===== config.mk =====
export PLATFORM = sky130hd
export DESIGN_NAME = acir_control
export DESIGN_NICKNAME = d
export VERILOG_FILES = /design/src/acir_pkg.sv /design/src/acir_divider.sv /design/src/acir_control.sv
export SDC_FILE = /design/constraint.sdc
export NUM_CORES = 1
export LEC_CHECK = 0
export BUFFER_PORTS_ARGS = -buffer_cell sky130_fd_sc_hd__buf_2
export CAP_MARGIN = 20
export CORE_UTILIZATION = 54
export CTS_CLUSTER_DIAMETER = 150
export DETAILED_ROUTE_END_ITERATION = 8
export PLACE_DENSITY_LB_ADDON = 0.08
export SETUP_SLACK_MARGIN = 0.5
export SLEW_MARGIN = 0
export SYNTH_ARGS = -nofsm -noshare
export SYNTH_HDL_FRONTEND = slang
export SYNTH_SLANG_ARGS = --single-unit

===== constraint.sdc =====
create_clock -name clk_sys -period 1.6 [get_ports clk_sys]
set_input_delay 0.08 -clock clk_sys [delete_from_list [all_inputs] [get_ports clk_sys]]
set_output_delay 0.08 -clock clk_sys [all_outputs]
set_load 0.02 [all_outputs]

===== src/acir_pkg.sv =====
// Package: register map, field positions and constants of the converter control
package acir_pkg;
    localparam logic [15:0] ACIR_ADDR_PRESCALE = 16'hff13;
    localparam logic [15:0] ACIR_ADDR_PRIO = 16'hff22;
    localparam logic [15:0] ACIR_ADDR_ENABLE = 16'hff26;
    localparam logic [15:0] ACIR_ADDR_FLAG = 16'hff2a;
    localparam logic [15:0] ACIR_ADDR_IRQ_STATUS = 16'hff30;
    localparam logic [15:0] ACIR_ADDR_IRQ_MASK = 16'hff31;
    localparam logic [15:0] ACIR_ADDR_CPU_LEVEL = 16'hff32;
    localparam int ACIR_GATE_BIT = 3;
    localparam int ACIR_SEL_HI = 2;
    localparam int ACIR_SEL_LO = 0;
    localparam int ACIR_CONV_PRIO_HI = 7;
    localparam int ACIR_CONV_PRIO_LO = 6;
    localparam int ACIR_TOUCH_PRIO_HI = 5;
    localparam int ACIR_TOUCH_PRIO_LO = 4;
    localparam int ACIR_DONE_BIT = 7;
    localparam int ACIR_PEN_BIT = 6;
    localparam int ACIR_UPD_BIT = 5;
    localparam logic [7:0] ACIR_PRESCALE_MASK = 8'h0f;
    localparam logic [7:0] ACIR_PRIO_MASK = 8'hf0;
    localparam logic [7:0] ACIR_EVENT_MASK = 8'he0;
    localparam logic [7:0] ACIR_RESET_BYTE = 8'h00;
    localparam logic [1:0] ACIR_LEVEL_RESET = 2'h3;
    localparam logic [2:0] ACIR_SEL_DIV8 = 3'h3;
    localparam logic [2:0] ACIR_SEL_DIV4 = 3'h2;
    localparam logic [2:0] ACIR_SEL_DIV2 = 3'h1;
    localparam logic [2:0] ACIR_SEL_DIV1 = 3'h0;
    localparam int ACIR_DIV_WIDTH = 4;
    localparam int ACIR_NUM_EVENTS = 3;
endpackage


===== src/acir_divider.sv =====
// Divider chain of the oscillator clock enable and rate selector
`timescale 1ns/1ps
module acir_divider
    import acir_pkg::*;
(
    input wire logic clk_sys,
    input wire logic resetn,
    input wire logic osc_tick,
    input wire logic [2:0] sel,
    input wire logic gate,
    output logic conv_tick
);
    logic [ACIR_DIV_WIDTH-1:0] count;
    logic [ACIR_DIV_WIDTH:0] wrap;
    logic pick;

    // Each stage wraps when all lower bits are ones on a tick
    genvar i;
    generate
        for (i = 0; i <= ACIR_DIV_WIDTH; i++) begin : g_wrap
            if (i == 0) begin : g_first
                assign wrap[i] = osc_tick;
            end else begin : g_next
                assign wrap[i] = osc_tick && (&count[i-1:0]);
            end
        end
    endgenerate

    always_ff @(posedge clk_sys or negedge resetn) begin
        if (!resetn) begin
            count <= '0;
        end else if (osc_tick) begin
            count <= count + ACIR_DIV_WIDTH'(1);
        end
    end

    always_comb begin
        if (sel[ACIR_SEL_HI]) begin
            pick = wrap[ACIR_DIV_WIDTH];
        end else begin
            case (sel[1:0])
                ACIR_SEL_DIV8[1:0]: pick = wrap[3];
                ACIR_SEL_DIV4[1:0]: pick = wrap[2];
                ACIR_SEL_DIV2[1:0]: pick = wrap[1];
                default: pick = wrap[0];
            endcase
        end
    end

    always_ff @(posedge clk_sys or negedge resetn) begin
        if (!resetn) begin
            conv_tick <= 1'b0;
        end else begin
            conv_tick <= gate && pick;
        end
    end
endmodule


===== src/acir_control.sv =====
// Converter clock, interrupt priority and enable control registers
//
// The plain strobed port was decided locally.
`timescale 1ns/1ps
module acir_control
    import acir_pkg::*;
(
    input wire logic clk_sys,
    input wire logic resetn,
    input wire logic [15:0] addr,
    input wire logic [7:0] wdata,
    input wire logic wr,
    input wire logic rd,
    output logic [7:0] rdata,
    input wire logic high_speed_osc_clock,
    input wire logic conv_done,
    input wire logic pen_down,
    input wire logic touch_update,
    input wire logic [1:0] cpu_mask_level,
    output logic conv_clock_tick,
    output logic conv_irq_req,
    output logic [1:0] conv_irq_level,
    output logic touch_irq_req,
    output logic [1:0] touch_irq_level,
    output logic irq
);
    logic [7:0] prescale;
    logic [7:0] prio;
    logic [7:0] enable;
    logic [7:0] flags;
    logic [7:0] irq_status;
    logic [7:0] irq_mask;
    logic osc_s1;
    logic osc_s2;
    logic osc_s3;
    logic osc_tick;
    logic div_tick;
    logic [7:0] events;
    logic [7:0] next_flags;
    logic [7:0] next_status;
    logic [7:0] next_mask;
    logic [7:0] read_value;
    logic conv_clock_gate;
    logic [2:0] conv_div_sel;
    logic [1:0] conv_prio;
    logic [1:0] touch_prio;
    logic conv_done_flag;
    logic conv_done_irq_enable;
    logic pen_down_irq_enable;
    logic touch_update_irq_enable;

    assign conv_clock_gate = prescale[ACIR_GATE_BIT];
    assign conv_div_sel = prescale[ACIR_SEL_HI:ACIR_SEL_LO];
    assign conv_prio = prio[ACIR_CONV_PRIO_HI:ACIR_CONV_PRIO_LO];
    assign touch_prio = prio[ACIR_TOUCH_PRIO_HI:ACIR_TOUCH_PRIO_LO];
    assign conv_done_flag = flags[ACIR_DONE_BIT];
    assign conv_done_irq_enable = enable[ACIR_DONE_BIT];
    assign pen_down_irq_enable = enable[ACIR_PEN_BIT];
    assign touch_update_irq_enable = enable[ACIR_UPD_BIT];

    // Oscillator clock is sampled; a rising edge counts once stages agree
    always_ff @(posedge clk_sys or negedge resetn) begin
        if (!resetn) begin
            osc_s1 <= 1'b0;
            osc_s2 <= 1'b0;
            osc_s3 <= 1'b0;
        end else begin
            osc_s1 <= high_speed_osc_clock;
            osc_s2 <= osc_s1;
            osc_s3 <= osc_s2;
        end
    end

    logic osc_level;
    always_ff @(posedge clk_sys or negedge resetn) begin
        if (!resetn) begin
            osc_level <= 1'b0;
        end else if (osc_s2 == osc_s3) begin
            osc_level <= osc_s3;
        end
    end
    assign osc_tick = (osc_s2 == osc_s3) && osc_s3 && !osc_level;

    acir_divider u_div (
        .clk_sys(clk_sys),
        .resetn(resetn),
        .osc_tick(osc_tick),
        .sel(conv_div_sel),
        .gate(conv_clock_gate),
        .conv_tick(div_tick)
    );

    always_ff @(posedge clk_sys or negedge resetn) begin
        if (!resetn) begin
            conv_clock_tick <= 1'b0;
        end else begin
            conv_clock_tick <= div_tick;
        end
    end

    // Prescaler control: only gate and select bits are stored
    always_ff @(posedge clk_sys or negedge resetn) begin
        if (!resetn) begin
            prescale <= ACIR_RESET_BYTE;
        end else if (wr && addr == ACIR_ADDR_PRESCALE) begin
            prescale <= wdata & ACIR_PRESCALE_MASK;
        end
    end

    always_ff @(posedge clk_sys or negedge resetn) begin
        if (!resetn) begin
            prio <= ACIR_RESET_BYTE;
        end else if (wr && addr == ACIR_ADDR_PRIO) begin
            prio <= wdata & ACIR_PRIO_MASK;
        end
    end

    always_ff @(posedge clk_sys or negedge resetn) begin
        if (!resetn) begin
            enable <= ACIR_RESET_BYTE;
        end else if (wr && addr == ACIR_ADDR_ENABLE) begin
            enable <= wdata & ACIR_EVENT_MASK;
        end
    end

    always_ff @(posedge clk_sys or negedge resetn) begin
        if (!resetn) begin
            irq_mask <= ACIR_RESET_BYTE;
        end else begin
            irq_mask <= next_mask;
        end
    end

    // The level output follows a mask write in the same cycle as the mask
    always_comb begin
        next_mask = irq_mask;
        if (wr && addr == ACIR_ADDR_IRQ_MASK) begin
            next_mask = wdata & ACIR_EVENT_MASK;
        end
    end

    always_comb begin
        events = ACIR_RESET_BYTE;
        events[ACIR_DONE_BIT] = conv_done;
        events[ACIR_PEN_BIT] = pen_down;
        events[ACIR_UPD_BIT] = touch_update;
    end

    // Factor flags: set regardless of enable, write one clears, set wins
    always_comb begin
        next_flags = flags;
        if (wr && addr == ACIR_ADDR_FLAG) begin
            next_flags = flags & ~(wdata & ACIR_EVENT_MASK);
        end
        next_flags = next_flags | events;
    end

    always_ff @(posedge clk_sys or negedge resetn) begin
        if (!resetn) begin
            flags <= ACIR_RESET_BYTE;
        end else begin
            flags <= next_flags;
        end
    end

    // Sticky status cleared by a read, new events win
    always_comb begin
        next_status = irq_status;
        if (rd && addr == ACIR_ADDR_IRQ_STATUS) begin
            next_status = ACIR_RESET_BYTE;
        end
        next_status = next_status | events;
    end

    always_ff @(posedge clk_sys or negedge resetn) begin
        if (!resetn) begin
            irq_status <= ACIR_RESET_BYTE;
        end else begin
            irq_status <= next_status;
        end
    end

    always_ff @(posedge clk_sys or negedge resetn) begin
        if (!resetn) begin
            irq <= 1'b0;
        end else begin
            irq <= |(next_status & next_mask);
        end
    end

    // Requests to the CPU interrupt controller
    always_ff @(posedge clk_sys or negedge resetn) begin
        if (!resetn) begin
            conv_irq_req <= 1'b0;
            touch_irq_req <= 1'b0;
            conv_irq_level <= 2'h0;
            touch_irq_level <= 2'h0;
        end else begin
            conv_irq_req <= next_flags[ACIR_DONE_BIT]
                && conv_done_irq_enable
                && (conv_prio > cpu_mask_level);
            touch_irq_req <= ((next_flags[ACIR_PEN_BIT]
                && pen_down_irq_enable)
                || (next_flags[ACIR_UPD_BIT]
                && touch_update_irq_enable))
                && (touch_prio > cpu_mask_level);
            conv_irq_level <= conv_prio;
            touch_irq_level <= touch_prio;
        end
    end

    // Read mux; unmapped addresses read zero
    always_comb begin
        case (addr)
            ACIR_ADDR_PRESCALE: read_value = prescale;
            ACIR_ADDR_PRIO: read_value = prio;
            ACIR_ADDR_ENABLE: read_value = enable;
            ACIR_ADDR_FLAG: read_value = flags;
            ACIR_ADDR_IRQ_STATUS: read_value = irq_status;
            ACIR_ADDR_IRQ_MASK: read_value = irq_mask;
            default: read_value = ACIR_RESET_BYTE;
        endcase
    end

    always_ff @(posedge clk_sys or negedge resetn) begin
        if (!resetn) begin
            rdata <= ACIR_RESET_BYTE;
        end else if (rd) begin
            rdata <= read_value;
        end else begin
            rdata <= ACIR_RESET_BYTE;
        end
    end

    // Check helper: oscillator ticks between two divided ticks
    logic [4:0] osc_count;
    logic sel_steady;

    always_ff @(posedge clk_sys or negedge resetn) begin
        if (!resetn) begin
            osc_count <= 5'h00;
        end else if (div_tick) begin
            osc_count <= {4'h0, osc_tick};
        end else if (osc_tick) begin
            osc_count <= osc_count + 5'h01;
        end
    end

    // A new rate is trusted only after its first divided tick, which may follow the write by less than a full divided period
    always_ff @(posedge clk_sys or negedge resetn) begin
        if (!resetn) begin
            sel_steady <= 1'b0;
        end else if (wr && addr == ACIR_ADDR_PRESCALE) begin
            sel_steady <= 1'b0;
        end else if (div_tick) begin
            sel_steady <= 1'b1;
        end
    end

    a_gate_blocks: assert property (
        @(posedge clk_sys) disable iff (!resetn)
        !conv_clock_gate |=> ##1 !conv_clock_tick)
        else $error("converter clock ran while gate off");
    a_prescale_wr: assert property (
        @(posedge clk_sys) disable iff (!resetn)
        wr && addr == ACIR_ADDR_PRESCALE |=>
        prescale == ($past(wdata) & ACIR_PRESCALE_MASK))
        else $error("prescaler register did not take write");
    a_div8_spacing: assert property (
        @(posedge clk_sys) disable iff (!resetn)
        conv_clock_tick && conv_div_sel == ACIR_SEL_DIV8 && conv_clock_gate
        && $stable(prescale) |=> !conv_clock_tick [*4])
        else $error("divide by eight ticks too close");
    a_div8_count: assert property (
        @(posedge clk_sys) disable iff (!resetn)
        div_tick && sel_steady && conv_div_sel == ACIR_SEL_DIV8
        |-> osc_count == 5'h08)
        else $error("divide by eight period wrong");
    a_div4_count: assert property (
        @(posedge clk_sys) disable iff (!resetn)
        div_tick && sel_steady && conv_div_sel == ACIR_SEL_DIV4
        |-> osc_count == 5'h04)
        else $error("divide by four period wrong");
    a_div16_count: assert property (
        @(posedge clk_sys) disable iff (!resetn)
        div_tick && sel_steady && conv_div_sel[ACIR_SEL_HI]
        |-> osc_count == 5'h10)
        else $error("divide by sixteen period wrong");
    a_done_enable: assert property (
        @(posedge clk_sys) disable iff (!resetn)
        !conv_done_irq_enable |=> !conv_irq_req)
        else $error("completion request while disabled");
    a_pen_enable: assert property (
        @(posedge clk_sys) disable iff (!resetn)
        !pen_down_irq_enable && !touch_update_irq_enable |=> !touch_irq_req)
        else $error("touch request while disabled");
    a_touch_prio: assert property (
        @(posedge clk_sys) disable iff (!resetn)
        touch_irq_req |-> $past(touch_prio) > $past(cpu_mask_level))
        else $error("touch request without priority");
    a_sel_reset: assert property (
        @(posedge clk_sys)
        !resetn |=> conv_div_sel == ACIR_SEL_DIV1 || resetn)
        else $error("division select not zero after reset");
    a_prio_gate: assert property (
        @(posedge clk_sys) disable iff (!resetn)
        conv_irq_req |-> $past(conv_prio) > $past(cpu_mask_level)
        && $past(conv_done_irq_enable))
        else $error("completion request without priority");
    a_done_req: assert property (
        @(posedge clk_sys) disable iff (!resetn)
        conv_done_flag && conv_done_irq_enable
        && conv_prio > cpu_mask_level && !(wr && addr == ACIR_ADDR_FLAG)
        |=> conv_irq_req)
        else $error("completion request missing");
    a_flag_set: assert property (
        @(posedge clk_sys) disable iff (!resetn)
        conv_done |=> conv_done_flag)
        else $error("completion flag not set");
    a_flag_clear: assert property (
        @(posedge clk_sys) disable iff (!resetn)
        wr && addr == ACIR_ADDR_FLAG && wdata[ACIR_DONE_BIT] && !conv_done
        |=> !conv_done_flag)
        else $error("completion flag not cleared by write one");
    a_pen_clear: assert property (
        @(posedge clk_sys) disable iff (!resetn)
        wr && addr == ACIR_ADDR_FLAG && wdata[ACIR_PEN_BIT] && !pen_down
        |=> !flags[ACIR_PEN_BIT])
        else $error("pen-down flag not cleared by write one");
    a_unused_zero: assert property (
        @(posedge clk_sys) disable iff (!resetn)
        rd && addr == ACIR_ADDR_ENABLE |=> rdata[4:0] == 5'h00)
        else $error("unused enable bits read nonzero");
    a_rdata_idle: assert property (
        @(posedge clk_sys) disable iff (!resetn)
        !rd |=> rdata == ACIR_RESET_BYTE)
        else $error("read data not zero without a read");
    a_status_clear: assert property (
        @(posedge clk_sys) disable iff (!resetn)
        rd && addr == ACIR_ADDR_IRQ_STATUS
        && !conv_done && !pen_down && !touch_update
        |=> irq_status == ACIR_RESET_BYTE)
        else $error("status not cleared by read");
    a_irq_level: assert property (
        @(posedge clk_sys) disable iff (!resetn)
        irq == |(irq_status & irq_mask))
        else $error("interrupt level disagrees with status and mask");
endmodule


==> results.md <==
- WHS: -0.000181 ns
- Fin crit period: between 1 and 1.5 ns
- Final Max Slew Viols: 0
- Final ANT Viol Nets: 0
- Complex-gate fraction of the synthesized area: about a tenth
- Final setup TNS: 0 ns
- Clock tree buffer depth: 2
- Area added between synthesis and finish: 44.8%
- Async SR Flop Fraction: 100%
- Inserted Diodes: 0
- Slowest-stage cell, CP: dfrtp_1
- Post-synth top flop: dfrtp_1
- Rows: 24
- CTS tree: done
- Final setup viols: 0
- Routed WL: 6380 microns
- # H-tree levels: 2
- Largest net degree at the start of global routing: 56
- Synthesized cell area: 0.00255 sq mm
- Startpoint types: flop
- Hold Path Cell Cnt: 2
- Layout cells sized above 1: approximately 56%
- PortBufs: 49
- Number of hold violations in the final report: 1
- Synth Area in Adders: 4.90%
- Worst Hold Class: in2reg
- CP Cell Sequence: ha_4, a21oi_2, a21oi_2, and2_1, a32o_1
- DR vias: 2067
- DRT Pass-1 Iters: 6
- Worst skew pair latency: 0.30 ns
- Die W: 70.8 microns
- Syn_area_per_cell: about 12 sq um
- Initial Util: 57.5%
- Crit-path max cell delay: approximately 0.42 ns
- Measured slew at the worst slew-check pin: 0.530 ns
- Gp weighted congestion: 0.845
- Relative slew slack: 64.7%
- Gr usage total: 25.7%
- # clock sinks: between 50 and 60
- DRC Markers: 8
- GR Overflow Total: 0
- Multiplexer area fraction after synthesis: a little over a tenth
- Clk_skew: 0.0104 ns
- Detailed-placement wirelength estimate: 3680 microns
- Hold Startpoint: wdata[3]
- Drt wl/cell: about 18 microns
- CP Class: reg2reg
- Highest clock rate: 743 MHz
- IR drop worst, VDD: 0.000700 V
- Largest cells by area after synthesis: dfrtp_1 54%, mux2_2 9.7%, ha_1 4.9%
- WP data arrival: about 1.5 ns
- Final period util: a little over four fifths
- Post-synth EDFFs: 0
- Critical path startpoint: prio[5]$_DFFE_PN0P_
- CP required: ~1.8 ns
- Vias/cell: approximately 6
- Initial antenna violation count: 0
- # nets final: 343
- Main combinational cell family by area after synthesis: simple AND/OR/NAND/NOR gates
- Sequential area share after synthesis: 53.9%
- Synth warn: 0
- CORE AREA: between 0.004 and 0.005 sq mm
- Unique masters post-synth: 46
- CTS clk-pin slew, worst paths: 0.10 ns
- Max-Cap Viols: 0
- Worst hold path endpoint: prescale[3]$_DFFE_PN0P_
- Post-synth top area cell: dfrtp_1
- Cell count of the worst reg-to-reg path: 5
- Placed cell count: 315
- Register bit total from synthesis: 55
- Bufs and invs on worst path: 0
- Leakage: 0.00180 uW
- Critical R2R Capture: touch_irq_req$_DFF_PN0_
- RSZ-0062 raised after global routing: yes
- First-pass GRT wire length: 9940 microns
- Io pins: 50
- Worst r2r src: prio[5]$_DFFE_PN0P_
- CP Capture Type: flop
- Most frequent cells in the layout: 55 x dfrtp_1, 42 x buf_2, 22 x buf_4
- Cells after synthesis: 209
- Post-synth top area share: between 50% and 60%
- Status: complete, but fails checks
- Vias in the first global route: 2098
- Power Density: 725 mW/mm^2
- Die ar.: ~0.0050 sq mm
- CP Max Fanout: 2
- Fin cells: 351
- R2R setup slack: 0.25 ns
- Failing checks: DRC, hold timing
- Most frequent CP cell: a21oi_2
- Power Total: around 2700 uW
- Most common cell after layout, fill and taps aside: dfrtp_1
- CTS buffer count: 5
- Delay-heaviest family, CP: flip-flops
- Starting DRT DRC Count: roughly 150
- Die span in y: 70.8 microns
- Root Buffer Master: clkbuf_8
- Mapped Nets: between 200 and 300
- Area fraction in and, or, nand and nor cells after synthesis: 17.9%
- XOR/XNOR Fraction of Synth Area: 0.686%
logic make-up (layout without fill, tap and decap cells):
kind of cell / Yosys count / count (layout)
simple gates: 73 / 73
buf+inv: 9 / 99
mux: 25 / 25
xor+xnor: 2 / 2
flops: 55 / 55
fa+ha+maj: 10 / 10
compound gates: 35 / 35
synthesized netlist by cell type, types with 3 or more instances:
| master | count |
|---|---|
| a21boi_0 | 6 |
| a21oi_1 | 3 |
| a22oi_1 | 9 |
| and2_1 | 8 |
| and3_1 | 3 |
| dfrtp_1 | 55 |
| ha_1 | 10 |
| inv_1 | 6 |
| mux2_2 | 22 |
| mux2i_1 | 3 |
| nand2_1 | 10 |
| nand3_1 | 3 |
| nand4_1 | 4 |
| nor2_1 | 7 |
| nor2b_1 | 12 |
| nor4_1 | 4 |
| o21ai_0 | 4 |
| o22ai_1 | 3 |
| or2_2 | 6 |
stage by stage:
| stage | hold WS (ns) | setup slack [ns] | instance area (sq um) | util [%] |
|---|---|---|---|---|
| 3_3_place_gp | 0.0961 | -0.000222 | 3030 | 68.1 |
| 3_5_place_dp | 0.0958 | -0.0131 | 3030 | 68.1 |
| 4_1_cts | 0.00240 | 0.306 | 3520 | 79.1 |
| 6_report | -0.000181 | 0.254 | 3700 | 83.2 |
| 2_1_floorplan | -0.216 | 0.218 | 2650 | - |
| 5_1_grt | 0.00612 | 0.215 | 3700 | 83.2 |
cell type report:
class	count	area [sq um]
Tap cell	52	65.1
Clock buffer	5	68.8
Clock inverter	2	13.8
Fill cell	239	746
Inverter	6	22.5
Sequential cell	55	1380
Timing Repair Buffer	86	658
Multi-Input combinational cell	145	1490
per-layer routing:
layer	wire, microns	vias to the layer above	GRT usage [%]
met4	208	0	9.33
met3	312	20	4.13
met5	0	-	0
met1	2720	1020	35.4
met2	3130	88	41.6
li1	-	939	-
timing repair:
item	in CTS	in global routing
gates resized for setup	48	35
hold buffers	3	0
gates cloned	1	0
buffers inserted	20	5
hold endpoints to repair	57	0
endpoints found under the setup margin	34	44
pin swaps	17	20
worst max path at each step:
stage | cells after the start | to | slack (ns)
6_report | 5 | touch_irq_req$_DFF_PN0_ | 0.25
5_1_grt | 5 | touch_irq_req$_DFF_PN0_ | 0.21
4_1_cts | 5 | touch_irq_req$_DFF_PN0_ | 0.31
3_5_place_dp | 5 | irq_mask[0]$_DFF_PN0_ | -0.01
3_3_place_gp | 5 | irq_mask[1]$_DFF_PN0_ | -0.0002
2_1_floorplan | 4 | irq_mask[5]$_DFF_PN0_ | 0.22
where the power goes:
part	internal, uW	switching, uW	total [uW]
combinational	243	194	438
clock	301	436	737
sequential	1440	62.4	1510
registers in the layout (all words and copies together) (netlist names), 2 cells and up:
signal           count
conv_irq_level       2
enable               3
flags                3
irq_mask             8
irq_status           8
prescale             4
prio                 4
rdata                8
touch_irq_level      2
u_div.count          4
(Power assumes the default switching activity.)
